$ cat config.mk
export PLATFORM = sky130hd
export DESIGN_NAME = clock_frequency_meter
export DESIGN_NICKNAME = d
export VERILOG_FILES = /design/src/cfm_pkg.sv /design/src/cfm_sync_edge.sv /design/src/cfm_edge_counter.sv /design/src/clock_frequency_meter.sv
export SDC_FILE = /design/constraint.sdc
export NUM_CORES = 1
export LEC_CHECK = 0
export BUFFER_PORTS_ARGS = -buffer_cell sky130_fd_sc_hd__buf_4
export CAP_MARGIN = 20
export CORE_UTILIZATION = 50
export DETAILED_ROUTE_END_ITERATION = 8
export HOLD_SLACK_MARGIN = 0.06
export PLACE_DENSITY = 0.76
export SYNTH_ARGS = -nofsm -noshare
export SYNTH_HDL_FRONTEND = slang
export SYNTH_SLANG_ARGS = --single-unit
$ cat constraint.sdc
create_clock -name sys_clk -period 2.4 [get_ports sys_clk]
set_clock_uncertainty 0.2 [all_clocks]
set_input_delay 0.12 -clock sys_clk [delete_from_list [all_inputs] [get_ports sys_clk]]
set_output_delay 0.12 -clock sys_clk [all_outputs]
set_load 0.02 [all_outputs]
$ cat src/cfm_pkg.sv
// constants, register map and state encoding of the clock frequency meter
package cfm_pkg;
  // bus geometry
  localparam int ADDR_W = 8;
  localparam int DATA_W = 32;
  // register byte offsets
  localparam logic [7:0] OFF_CTRLA = 8'h00; // first control register
  localparam logic [7:0] OFF_CTRL2 = 8'h04; // second_control_register
  localparam logic [7:0] OFF_CFG1 = 8'h08; // first_configuration_register
  localparam logic [7:0] OFF_IEN_CLR = 8'h0c; // interrupt_enable_clear_register
  localparam logic [7:0] OFF_IEN_SET = 8'h10; // interrupt_enable_set_register
  localparam logic [7:0] OFF_IRQ_FLAG = 8'h14; // interrupt_flag_register
  localparam logic [7:0] OFF_STATUS = 8'h18; // status register
  localparam logic [7:0] OFF_VALUE = 8'h1c; // result register
  // field positions
  localparam int ENABLE_BIT = 0;
  localparam int SWRST_BIT = 1;
  localparam int START_BIT = 0;
  localparam int DONE_BIT = 0;
  localparam int BUSY_BIT = 0;
  localparam int WRAP_BIT = 1;
  localparam int STRB_LOW = 0; // byte lane holding every narrow field
  // field widths
  localparam int WIN_W = 8;
  localparam int VALUE_W = 24;
  // reset values and helpers
  localparam logic [WIN_W-1:0] WIN_RST = 8'h00;
  localparam logic [WIN_W-1:0] REF_ONE = 8'h01;
  localparam logic [VALUE_W-1:0] VALUE_RST = 24'h000000;
  localparam logic [VALUE_W-1:0] VALUE_ONE = 24'h000001;
  localparam logic [VALUE_W-1:0] VALUE_MAX = 24'hffffff;
  localparam logic [DATA_W-1:0] WORD_ZERO = 32'h00000000;
  // bus responses
  localparam logic [1:0] RESP_OKAY = 2'b00;
  localparam logic [1:0] RESP_SLVERR = 2'b10;
  // measurement sequence
  typedef enum logic [1:0] {
    ST_IDLE = 2'b00,
    ST_ARM = 2'b01,
    ST_COUNT = 2'b10,
    ST_FINISH = 2'b11
  } cfm_state_t;
endpackage

$ cat src/cfm_sync_edge.sv
// two-stage synchroniser with rising edge detector for a foreign clock pin
`timescale 1ns/1ps
`default_nettype none
module cfm_sync_edge (
  input wire logic sys_clk,
  input wire logic rst_b,
  input wire logic asyncIn,
  output logic rise
);
  logic [2:0] stage; // stage[0] is read only by stage[1]
  logic [2:0] next_stage;

  // shift the pin through the chain
  always_comb begin
    next_stage = {stage[1:0], asyncIn};
  end

  // register the chain, cleared on reset
  always_ff @(posedge sys_clk) begin
    if (!rst_b) begin
      stage <= 3'h0;
    end else begin
      stage <= next_stage;
    end
  end

  // edge seen between the second and third stage
  assign rise = stage[1] & ~stage[2];

  property p_rise_single;
    @(posedge sys_clk) disable iff (!rst_b) rise |=> !rise;
  endproperty
  a_rise_single: assert property (p_rise_single) else $error("edge pulse longer than one cycle");
endmodule // cfm_sync_edge
`default_nettype wire

$ cat src/cfm_edge_counter.sv
// 24-bit edge counter with wrap detection
`timescale 1ns/1ps
`default_nettype none
module cfm_edge_counter (
  input wire logic sys_clk,
  input wire logic rst_b,
  input wire logic clear,
  input wire logic inc,
  output logic [cfm_pkg::VALUE_W-1:0] count,
  output logic wrap
);
  logic [cfm_pkg::VALUE_W-1:0] next_count;

  // clear has priority over counting
  always_comb begin
    next_count = count;
    if (clear) begin
      next_count = cfm_pkg::VALUE_RST;
    end else if (inc) begin
      next_count = count + cfm_pkg::VALUE_ONE;
    end
  end

  // counter register
  always_ff @(posedge sys_clk) begin
    if (!rst_b) begin
      count <= cfm_pkg::VALUE_RST;
    end else begin
      count <= next_count;
    end
  end

  // counting past the top would roll over
  assign wrap = inc && !clear && (count == cfm_pkg::VALUE_MAX);

  property p_count_step;
    @(posedge sys_clk) disable iff (!rst_b)
      (inc && !clear) |=> count == $past(count) + cfm_pkg::VALUE_ONE;
  endproperty
  a_count_step: assert property (p_count_step) else $error("counter did not step by one");

  property p_wrap_top;
    @(posedge sys_clk) disable iff (!rst_b) wrap |=> count == cfm_pkg::VALUE_RST;
  endproperty
  a_wrap_top: assert property (p_wrap_top) else $error("wrap without rollover");
endmodule // cfm_edge_counter
`default_nettype wire

$ cat src/clock_frequency_meter.sv
// clock frequency meter top: axi4-lite registers, measurement sequence, interrupt
//
// Contract
// window length is reference_cycle_count reference periods
// software sets reference count before enabling
// start bit write begins measurement when enabled
// busy set at start, cleared at completion
// done flag set; irq only if enabled
// 24-bit result; freq = result/count times fref
// overflow flag in status, cleared writing one
// after overflow, adjust setup then clear flag
// enable-set write enables, enable-clear write disables
// irq holds until cleared, disabled or reset
// all requests ORed onto one line
// keeps measuring in idle sleep; wakes device
// overflow on wrap; busy drop with done
`timescale 1ns/1ps
`default_nettype none
module clock_frequency_meter (
  input wire logic sys_clk,
  input wire logic rst_b,
  input wire logic measuredClock,
  input wire logic referenceClock,
  input wire logic s_axi_awvalid,
  output logic s_axi_awready,
  input wire logic [cfm_pkg::ADDR_W-1:0] s_axi_awaddr,
  input wire logic s_axi_wvalid,
  output logic s_axi_wready,
  input wire logic [cfm_pkg::DATA_W-1:0] s_axi_wdata,
  input wire logic [3:0] s_axi_wstrb,
  output logic s_axi_bvalid,
  input wire logic s_axi_bready,
  output logic [1:0] s_axi_bresp,
  input wire logic s_axi_arvalid,
  output logic s_axi_arready,
  input wire logic [cfm_pkg::ADDR_W-1:0] s_axi_araddr,
  output logic s_axi_rvalid,
  input wire logic s_axi_rready,
  output logic [cfm_pkg::DATA_W-1:0] s_axi_rdata,
  output logic [1:0] s_axi_rresp,
  output logic irq,
  output logic wakeReq
);
  // synchronised edges of the two foreign clocks
  logic msrRise;
  logic refRise;
  // edge counter hookup
  logic cntClear;
  logic cntInc;
  logic [cfm_pkg::VALUE_W-1:0] cntValue;
  logic cntWrap;
  // write channel holding state
  logic awHeld, next_awHeld;
  logic [cfm_pkg::ADDR_W-1:0] awAddr, next_awAddr;
  logic wHeld, next_wHeld;
  logic [cfm_pkg::DATA_W-1:0] wData, next_wData;
  logic [3:0] wStrb, next_wStrb;
  logic bValid, next_bValid;
  logic [1:0] bResp, next_bResp;
  // read channel state
  logic rValid, next_rValid;
  logic [cfm_pkg::DATA_W-1:0] rData, next_rData;
  logic [1:0] rResp, next_rResp;
  // decoded write strobes, one cycle each
  logic doWrite;
  logic lowLane;
  logic hitCtrla, hitStart, hitWinLen, hitIenClr, hitIenSet, hitFlag, hitStatus;
  logic softRst;
  logic startReq;
  logic doneClr;
  logic wrapClr;
  logic mapped;
  // software visible state
  logic enable, next_enable;
  logic [cfm_pkg::WIN_W-1:0] winLen, next_winLen;
  logic doneIen, next_doneIen;
  logic doneFlag, next_doneFlag;
  logic wrapFlag, next_wrapFlag;
  logic [cfm_pkg::VALUE_W-1:0] value, next_value;
  // measurement sequence state
  cfm_pkg::cfm_state_t state, next_state;
  logic [cfm_pkg::WIN_W-1:0] refSeen, next_refSeen;
  logic windowEnd;
  logic busy;

  // pin synchronisers for measured and reference clocks
  cfm_sync_edge u_msrSync (
    .sys_clk(sys_clk),
    .rst_b(rst_b),
    .asyncIn(measuredClock),
    .rise(msrRise)
  );
  cfm_sync_edge u_refSync (
    .sys_clk(sys_clk),
    .rst_b(rst_b),
    .asyncIn(referenceClock),
    .rise(refRise)
  );

  // measured edge counter
  cfm_edge_counter u_counter (
    .sys_clk(sys_clk),
    .rst_b(rst_b),
    .clear(cntClear),
    .inc(cntInc),
    .count(cntValue),
    .wrap(cntWrap)
  );

  // bus handshakes, address and data taken in either order
  assign s_axi_awready = !awHeld && !bValid;
  assign s_axi_wready = !wHeld && !bValid;
  assign s_axi_bvalid = bValid;
  assign s_axi_bresp = bResp;
  assign s_axi_arready = !rValid;
  assign s_axi_rvalid = rValid;
  assign s_axi_rdata = rData;
  assign s_axi_rresp = rResp;

  // write decode, acts once both halves are held
  assign doWrite = awHeld && wHeld && !bValid;
  assign lowLane = wStrb[cfm_pkg::STRB_LOW];
  assign hitCtrla = doWrite && lowLane && (awAddr == cfm_pkg::OFF_CTRLA);
  assign hitStart = doWrite && lowLane && (awAddr == cfm_pkg::OFF_CTRL2);
  assign hitWinLen = doWrite && lowLane && (awAddr == cfm_pkg::OFF_CFG1);
  assign hitIenClr = doWrite && lowLane && (awAddr == cfm_pkg::OFF_IEN_CLR);
  assign hitIenSet = doWrite && lowLane && (awAddr == cfm_pkg::OFF_IEN_SET);
  assign hitFlag = doWrite && lowLane && (awAddr == cfm_pkg::OFF_IRQ_FLAG);
  assign hitStatus = doWrite && lowLane && (awAddr == cfm_pkg::OFF_STATUS);
  assign softRst = hitCtrla && wData[cfm_pkg::SWRST_BIT];
  assign startReq = hitStart && wData[cfm_pkg::START_BIT];
  assign doneClr = hitFlag && wData[cfm_pkg::DONE_BIT];
  assign wrapClr = hitStatus && wData[cfm_pkg::WRAP_BIT];

  // known write addresses, others answer slverr
  always_comb begin
    unique case (awAddr)
      cfm_pkg::OFF_CTRLA, cfm_pkg::OFF_CTRL2, cfm_pkg::OFF_CFG1,
      cfm_pkg::OFF_IEN_CLR, cfm_pkg::OFF_IEN_SET, cfm_pkg::OFF_IRQ_FLAG,
      cfm_pkg::OFF_STATUS, cfm_pkg::OFF_VALUE: mapped = 1'b1;
      default: mapped = 1'b0;
    endcase
  end

  // write channel next state
  always_comb begin
    next_awHeld = awHeld;
    next_awAddr = awAddr;
    next_wHeld = wHeld;
    next_wData = wData;
    next_wStrb = wStrb;
    next_bValid = bValid;
    next_bResp = bResp;
    if (s_axi_awvalid && s_axi_awready) begin
      next_awHeld = 1'b1;
      next_awAddr = s_axi_awaddr;
    end
    if (s_axi_wvalid && s_axi_wready) begin
      next_wHeld = 1'b1;
      next_wData = s_axi_wdata;
      next_wStrb = s_axi_wstrb;
    end
    if (doWrite) begin
      // response after both halves, writes to the result are ignored
      next_awHeld = 1'b0;
      next_wHeld = 1'b0;
      next_bValid = 1'b1;
      next_bResp = mapped ? cfm_pkg::RESP_OKAY : cfm_pkg::RESP_SLVERR;
    end else if (bValid && s_axi_bready) begin
      next_bValid = 1'b0;
    end
  end

  // write channel registers
  always_ff @(posedge sys_clk) begin
    if (!rst_b) begin
      awHeld <= 1'b0;
      awAddr <= cfm_pkg::OFF_CTRLA;
      wHeld <= 1'b0;
      wData <= cfm_pkg::WORD_ZERO;
      wStrb <= 4'h0;
      bValid <= 1'b0;
      bResp <= cfm_pkg::RESP_OKAY;
    end else begin
      awHeld <= next_awHeld;
      awAddr <= next_awAddr;
      wHeld <= next_wHeld;
      wData <= next_wData;
      wStrb <= next_wStrb;
      bValid <= next_bValid;
      bResp <= next_bResp;
    end
  end

  // read mux, answer one cycle after the address is taken
  always_comb begin
    next_rValid = rValid;
    next_rData = rData;
    next_rResp = rResp;
    if (s_axi_arvalid && s_axi_arready) begin
      next_rValid = 1'b1;
      next_rData = cfm_pkg::WORD_ZERO;
      next_rResp = cfm_pkg::RESP_OKAY;
      unique case (s_axi_araddr)
        cfm_pkg::OFF_CTRLA: next_rData[cfm_pkg::ENABLE_BIT] = enable;
        cfm_pkg::OFF_CTRL2: next_rData = cfm_pkg::WORD_ZERO; // write-only strobe
        cfm_pkg::OFF_CFG1: next_rData[cfm_pkg::WIN_W-1:0] = winLen;
        cfm_pkg::OFF_IEN_CLR: next_rData[cfm_pkg::DONE_BIT] = doneIen;
        cfm_pkg::OFF_IEN_SET: next_rData[cfm_pkg::DONE_BIT] = doneIen;
        cfm_pkg::OFF_IRQ_FLAG: next_rData[cfm_pkg::DONE_BIT] = doneFlag;
        cfm_pkg::OFF_STATUS: begin
          next_rData[cfm_pkg::BUSY_BIT] = busy;
          next_rData[cfm_pkg::WRAP_BIT] = wrapFlag;
        end
        cfm_pkg::OFF_VALUE: next_rData[cfm_pkg::VALUE_W-1:0] = value;
        default: next_rResp = cfm_pkg::RESP_SLVERR;
      endcase
    end else if (rValid && s_axi_rready) begin
      next_rValid = 1'b0;
    end
  end

  // read channel registers
  always_ff @(posedge sys_clk) begin
    if (!rst_b) begin
      rValid <= 1'b0;
      rData <= cfm_pkg::WORD_ZERO;
      rResp <= cfm_pkg::RESP_OKAY;
    end else begin
      rValid <= next_rValid;
      rData <= next_rData;
      rResp <= next_rResp;
    end
  end

  // window ends on the reference edge that completes the count
  assign windowEnd = (state == cfm_pkg::ST_COUNT) && refRise &&
                     ((refSeen + cfm_pkg::REF_ONE) >= winLen);
  assign busy = (state != cfm_pkg::ST_IDLE);
  assign cntClear = (state == cfm_pkg::ST_IDLE);
  assign cntInc = (state == cfm_pkg::ST_COUNT) && msrRise;

  // measurement sequence, runs regardless of sleep state
  always_comb begin
    next_state = state;
    next_refSeen = refSeen;
    unique case (state)
      cfm_pkg::ST_IDLE: begin
        if (startReq && enable) begin
          next_state = cfm_pkg::ST_ARM;
        end
      end
      cfm_pkg::ST_ARM: begin
        // align window start to a reference edge
        next_refSeen = cfm_pkg::WIN_RST;
        if (refRise) begin
          next_state = cfm_pkg::ST_COUNT;
        end
      end
      cfm_pkg::ST_COUNT: begin
        if (windowEnd) begin
          next_state = cfm_pkg::ST_FINISH;
        end else if (refRise) begin
          next_refSeen = refSeen + cfm_pkg::REF_ONE;
        end
      end
      cfm_pkg::ST_FINISH: next_state = cfm_pkg::ST_IDLE;
    endcase
    if (softRst || !enable) begin
      next_state = cfm_pkg::ST_IDLE; // abort on disable or software reset
    end
  end

  // configuration, enables, flags and result
  always_comb begin
    next_enable = enable;
    next_winLen = winLen;
    next_doneIen = doneIen;
    next_doneFlag = doneFlag;
    next_wrapFlag = wrapFlag;
    next_value = value;
    if (hitCtrla) begin
      next_enable = wData[cfm_pkg::ENABLE_BIT];
    end
    if (hitWinLen && !enable) begin
      next_winLen = wData[cfm_pkg::WIN_W-1:0];
    end
    if (hitIenClr && wData[cfm_pkg::DONE_BIT]) begin
      next_doneIen = 1'b0;
    end
    if (hitIenSet && wData[cfm_pkg::DONE_BIT]) begin
      next_doneIen = 1'b1;
    end
    // set wins over a clear in the same cycle
    if (doneClr) begin
      next_doneFlag = 1'b0;
    end
    if (state == cfm_pkg::ST_FINISH) begin
      next_doneFlag = 1'b1;
      next_value = cntValue;
    end
    if (wrapClr) begin
      next_wrapFlag = 1'b0;
    end
    if (cntWrap) begin
      next_wrapFlag = 1'b1;
    end
    if (softRst) begin
      next_enable = 1'b0;
      next_winLen = cfm_pkg::WIN_RST;
      next_doneIen = 1'b0;
      next_doneFlag = 1'b0;
      next_wrapFlag = 1'b0;
      next_value = cfm_pkg::VALUE_RST;
    end
  end

  // state registers
  always_ff @(posedge sys_clk) begin
    if (!rst_b) begin
      state <= cfm_pkg::ST_IDLE;
      refSeen <= cfm_pkg::WIN_RST;
      enable <= 1'b0;
      winLen <= cfm_pkg::WIN_RST;
      doneIen <= 1'b0;
      doneFlag <= 1'b0;
      wrapFlag <= 1'b0;
      value <= cfm_pkg::VALUE_RST;
    end else begin
      state <= next_state;
      refSeen <= next_refSeen;
      enable <= next_enable;
      winLen <= next_winLen;
      doneIen <= next_doneIen;
      doneFlag <= next_doneFlag;
      wrapFlag <= next_wrapFlag;
      value <= next_value;
    end
  end

  // single combined request, also the idle wake-up
  assign irq = doneFlag && doneIen;
  assign wakeReq = irq;

  property p_start_busy;
    @(posedge sys_clk) disable iff (!rst_b)
      (state == cfm_pkg::ST_IDLE && startReq && enable && !softRst) |=> busy;
  endproperty
  a_start_busy: assert property (p_start_busy) else $error("start did not raise busy");

  property p_finish_done;
    @(posedge sys_clk) disable iff (!rst_b)
      (state == cfm_pkg::ST_FINISH && !softRst) |=> (doneFlag && !busy && value == $past(cntValue));
  endproperty
  a_finish_done: assert property (p_finish_done) else $error("completion not reported");

  property p_irq_hold;
    @(posedge sys_clk) disable iff (!rst_b)
      (irq && !doneClr && !hitIenClr && !softRst) |=> irq;
  endproperty
  a_irq_hold: assert property (p_irq_hold) else $error("irq dropped without cause");

  property p_irq_mask;
    @(posedge sys_clk) disable iff (!rst_b) (doneFlag && !doneIen) |-> !irq;
  endproperty
  a_irq_mask: assert property (p_irq_mask) else $error("masked irq raised");

  property p_ovf_set;
    @(posedge sys_clk) disable iff (!rst_b) (cntWrap && !softRst) |=> wrapFlag;
  endproperty
  a_ovf_set: assert property (p_ovf_set) else $error("wrap did not set overflow");

  property p_winlen_locked;
    @(posedge sys_clk) disable iff (!rst_b) (enable && !softRst) |=> $stable(winLen);
  endproperty
  a_winlen_locked: assert property (p_winlen_locked) else $error("count changed while on");

  property p_window_end;
    @(posedge sys_clk) disable iff (!rst_b)
      (windowEnd && enable && !softRst) |=> state == cfm_pkg::ST_FINISH ##1 !busy;
  endproperty
  a_window_end: assert property (p_window_end) else $error("window did not close");

  property p_ien_set;
    @(posedge sys_clk) disable iff (!rst_b)
      (hitIenSet && wData[cfm_pkg::DONE_BIT] && !softRst) |=> doneIen;
  endproperty
  a_ien_set: assert property (p_ien_set) else $error("enable-set ignored");

  property p_write_resp;
    @(posedge sys_clk) disable iff (!rst_b) doWrite |=> s_axi_bvalid;
  endproperty
  a_write_resp: assert property (p_write_resp) else $error("write response missing");
endmodule // clock_frequency_meter
`default_nettype wire

; ---- After elaboration in Yosys (flattened, before gate mapping)
; Memory sizes are Yosys's and may differ from the RTL's. A register that Yosys moved wholly into a read port is not among the register bits.
; Index checks and enable logic that the tools add are counted.
[op_classes]
n_addsub = 2
magnitude_cmp = 1
n_reduce_logical = 57
n_bitwise = 5
n_eq_ne = 22
n_mux = 26
[ops]
columns = cell, count
row1 = $eq 8x5->1 const B, 7
row2 = $eq 8x4->1 const B, 4
row3 = $logic_and 1x1->1, 31
row4 = $add 24x1->24 const B, 1
row5 = $eq 24x24->1 const B, 1
row6 = $eq 8x3->1 const B, 2
row7 = $logic_not 8->1, 2
row8 = $mux 16, 1
row9 = $mux 8, 2
row10 = $pmux 8 s2, 1
row11 = $reduce_bool 2->1, 7
row12 = $pmux 6 s2, 1
row13 = $mux 1, 11
row14 = $mux 2, 5
row15 = $mux 5, 2
row16 = $ne 2x2->1 const B, 5
row17 = $reduce_or 2->1, 5
row18 = $add 8x1->8 const B, 1
row19 = $ge 8x8->1, 1
row20 = $pmux 2 s4, 1
row21 = $reduce_or 8->1, 1
row22 = $logic_not 1->1, 6
row23 = $pmux 1 s6, 1
row24 = $reduce_and 3->1, 2
row25 = 8 further kinds, 12
[word_totals]
regBits = 125
n_memories = 1
out_inout_bits = 43
mem_bits_ro = 32
[mem_list]
columns = memory, depth, word_bits, rd, rd_clocked_by_memory_dff, wr, line_no
row1 = (name not given), 32, 1, 1, 1, 0, clock_frequency_meter.sv:137  ; unique case (awAddr)

; ---- Depth between registers and ports, before layout
[depth]
word_depth = 8
depth_mapped = 11
ltp_nobuf = 10

; ---- By module
; A second synthesis with hierarchy kept.
[hier_totals]
cells_unflattened = 608
hier_area_um2 = 5407.7
[by_module_without_submodules]
columns = mod, area_each_um2, n_inst, seq_area_each_um2, cells_each
row1 = clock_frequency_meter, 4116.4, 1, 1881.8, 470
row2 = cfm_edge_counter, 1106.1, 1, 480.5, 124
row3 = cfm_sync_edge, 92.6, 2, 60.1, 7

; ---- Worst setup path after synthesis
; Ideal clock, no wire load.
[synth_timing]
path_kind = register to register
start = register refSeen[0] in the netlist's numbering
end = register refSeen[4] in the netlist's numbering
stages_incl_launch_ff = 12
slack_ns = -0.302
t_required_ns = 2.068
t_arrival_ns = 2.370
period_less_slack_ns = 2.702
cell_sequence = dfxtp_1 -> ha_1 -> nand3_1 -> nor2_1 -> xor2_1 -> ha_1 -> a21o_1 -> a211o_1 -> a21oi_1 -> clkbuf_1 -> nand3b_1 -> a21oi_1
[synth_between]
elab_chain_len = 5
elab_cells_between_ends = 8
[synth_rtl]
columns = element, line_no
row1 = from (decl), clock_frequency_meter.sv:82  ; logic [cfm_pkg::WIN_W-1:0] refSeen, next_refSeen;
row2 = from (signal assigned), clock_frequency_meter.sv:322  ; refSeen <= cfm_pkg::WIN_RST;
row3 = from (signal assigned), clock_frequency_meter.sv:331  ; refSeen <= next_refSeen;
row4 = $add 8x1->8 *, "clock_frequency_meter.sv:238, clock_frequency_meter.sv:264"
row5 = $ge 8x8->1, clock_frequency_meter.sv:238  ; ((refSeen + cfm_pkg::REF_ONE) >= winLen);
row6 = $logic_and 1x1->1, clock_frequency_meter.sv:237  ; assign windowEnd = (state == cfm_pkg::ST_COUNT) && refRise &&
row7 = $ne 2x2->1 (no source line), n/a
row8 = $reduce_and 3->1 (no source line), n/a
; Mark *: on every way between the ends. The rest lies on a longest branch, timed or not. The select of a mux whose other input is x is not followed.
; A chain may end at the register's enable or synchronous reset.

; ---- Worst setup path in the final report
[layout_timing]
start = register refSeen[1] in the netlist's numbering
end = register refSeen[4] in the netlist's numbering
; Same word-level chain as after synthesis.

==> reports/metrics.cfg <==
[outcome]
outcome=complete, but fails checks
violations=negative setup slack

[cts]
clock-root-buffer=clkbuf_8
cts_max_path_buffers=2
h-tree-depth=4
numCtsBuffers=17
numClockSinks=124
cts_tree=done
clock_latency_ps=530
path_clk_slew_ps=60

[global_routing]
grt_max_degree=29
grt-ovfl-total=0
grt_pass1_wl_um=22400
antenna_found_initial=0
grt_pass1_vias=4928
grt_use_total_pct=25.3

[worst_setup_path]
crit_type=reg -> reg
r2r_slack_ps=-210
critPathMaxFanout=7
critPathCaptureType=register
critPathLaunchType=register
r2r-end=refSeen[4]
cpMaxStageDelayCell=dfxtp_4
cp.arrival_ps=2870
critPathTopFamily=compound AO/OA/AOI/OAI gates
critical_path_buf_inv_count=2
crit_required_ps=2650
max_stage_delay_ps=370
rr_worst_depth=12
crit_chain=ha_4 > nand3_4 > and2_4 > or2_4 > ha_4 > a211oi_4 > o21ai_2 > buf_4 > a21oi_4 > buf_6 > o21ai_0 > a21oi_1
path_common_cell=ha_4
rr_startpoint=refSeen[1]

[pwr]
ir_drop_mv=0.424
p_int_w=0.00365
switching_share_pct=25.5
seqPwrFrac_pct=43.2
p_leak_nw=2.88
p_total_w=0.00490
combPwrFrac_pct=6.7
switchingPower_w=0.00125
clockPowerShare_pct=50.2
powerDensity_nw_per_um2=655

[synthesis]
ys_ff_latch=124
yosysSeqAreaShare_pct=45.4
ys.warnings.count=0
yosysTopAreaCellShare_pct=45.4
async_flop_share_pct=0
yosysMostFrequentCell=dfxtp_1
synth_commonest_cells=dfxtp_1 (124), nor2_1 (77), nand2_1 (68)
synth_edf_count=0
synth_cells=609
yosysTopAreaCell=dfxtp_1
yosysUniqueCellTypes=55
synth.area.top_cells=dfxtp_1 (45%), mux2i_1 (6.4%), nor2_1 (5.3%), nand2_1 (4.7%), a21oi_1 (3.8%)
netlist_area_um2=5460
ys.flop_type=dfxtp_1
syn_area_per_cell_um2=8.97

[sta]
min_period_ps=2610
slew_headroom_pct=54.3
layout_setup_ws_ps=-213
rsz0062_at_grt=yes
finalSetupViolCount=10
tns_ps=-1590
finalCritPeriodShare_pct=109
hold_viol=0
worst_pin_slew_ps=677
max_freq_mhz=383
maxSlewViolCount=0

[hold_path]
hold_class=reg -> reg
worstHoldEndpoint=s_axi_bresp[1]
min_path_cells=1

[detailed_routing]
drtIter0Drc=231
antenna_left=0
vias=4901
drtPass1Iterations=5
route.detailed.drc=0
wl_per_cell_um=15.8
drt-total-wl_um=14200
routed_via_density=5.45

[flow_run]
drv_cap=0

[floorplanning]
fp.dieArea_um2=11300
die_height_um=107
rows=37
die_w_um=107
core_um2=10500
initial_core_util_pct=52.2
ioPinCount=104

[cells_and_area]
layoutNonFillerInstCount=899
drive_above_1_share_pct=24.4
syn_to_final_growth_pct=36.9
multi_input_area_um2=2850
nNetsFinal=825
final_area_um2=7480
nFillCells=709
n_antenna_cell=0
regArea_um2=2500
fin_util_pct=71.5

[placed_design]
numPortBuffers=66
dpl.hpwl_um=8360
place.gp.congestion=0.807
post_dp_cell_area_um2=6170
place_inst=798

-- cell type report --
class / count / area share [%]
tap: 136 / 2.27
clock inverter: 15 / 1.99
sequential: 124 / 33.4
clock buffer: 17 / 5.54
timing repair buffer: 154 / 17.8
inverter: 18 / 0.903
multi-input combinational: 435 / 38.1
-- how the worst max path moves through the flow --
stage               start          to  slack [ps]  cells past startpoint
2_1_floorplan  refSeen[0]  refSeen[4]         0.7                     11
3_3_place_gp   refSeen[1]  refSeen[0]         -80                     10
3_5_place_dp   refSeen[1]  refSeen[0]        -200                     10
4_1_cts        refSeen[0]  refSeen[0]        -120                      8
5_1_grt        refSeen[3]  refSeen[0]        -260                      8
6_report       refSeen[1]  refSeen[4]        -210                     12
-- sequential cells by signal, summed over array words and instances, names as in the netlist, 2 cells and up, named ones only --
signal           flops
u_refSync.stage      3
winLen               8
awAddr               8
u_counter.count     24
wData                8
state                2
refSeen              8
s_axi_rdata         24
u_msrSync.stage      3
value               24
-- metal layers --
layer | track usage [%] | part of all wire [%] | vias up | wire, um
li1 | - | - | 2368 | -
met1 | 26.7 | 40 | 2352 | 5720
met2 | 46.9 | 53 | 143 | 7480
met3 | 6.01 | 4.5 | 38 | 636
met4 | 12.1 | 2.6 | 0 | 366
met5 | 0.476 | 0 | - | 0
-- placed cells by master (no fill, tap or decap), types with 4 or more instances in the layout --
master,n
a22oi_2,10
buf_4,93
ha_1,9
nand4_1,5
a211oi_1,4
a22oi_1,6
clkbuf_16,16
and3_1,4
mux2i_1,35
conb_1,10
o21ai_0,14
nand2_1,66
a21oi_1,39
dlygate4sd3_1,57
and2_1,13
dfxtp_1,119
nand3_1,18
and2_4,4
xor2_1,10
or3_1,5
a22o_1,6
inv_1,17
inv_6,9
nor2_1,75
nor2_2,11
xnor2_1,9
nand3b_1,9
nand2b_1,5
nor3_1,8
and4_1,5
-- worst register-to-register path, stage by stage, from the launching register on --
cell and delay [ps]:
dfxtp_4 370, ha_4 150, nand3_4 80, and2_4 150, or2_4 250, ha_4 180, a211oi_4 240, o21ai_2 110
buf_4 160, a21oi_4 200, buf_6 160, o21ai_0 110, a21oi_1 170
-- kinds of logic after synthesis --
family,Yosys count,synth area share (%)
simple gates,252,23.0
other cells,1,0.0686
xor+xnor,20,3.21
buf+inv,59,5.50
mux,36,6.62
fa+ha+maj,14,3.21
compound gates,103,13.0
flops,124,45.4
-- power groups by stage --
stage,clock (W),combinational [W],sequential (W)
global placement,0,0.000222,0.00216
CTS,0.00247,0.000304,0.00211
floorplan,0,0.000150,0.00216
finish,0.00246,0.000327,0.00212
global route,0.00257,0.000352,0.00212
detailed placement,0,0.000229,0.00216
-- metrics by stage --
stage / hold slack, ps / worst slack, ps
after floorplan: 20.1 / 0.655
after global placement: 106 / -78.0
after detailed placement: 114 / -205
after CTS: 212 / -117
after global routing: 247 / -260
final: 214 / -213
-- what timing repair did --
item | in CTS | in global routing
endpoints found under the setup margin | 10 | 21
gates cloned | 0 | 0
resized for setup | 11 | 14
setup buffers | 10 | 2
hold buffers | 57 | 1
pin swaps | 10 | 6
hold endpoints to repair | 72 | 4
Power figures use the tool's default switching activity.
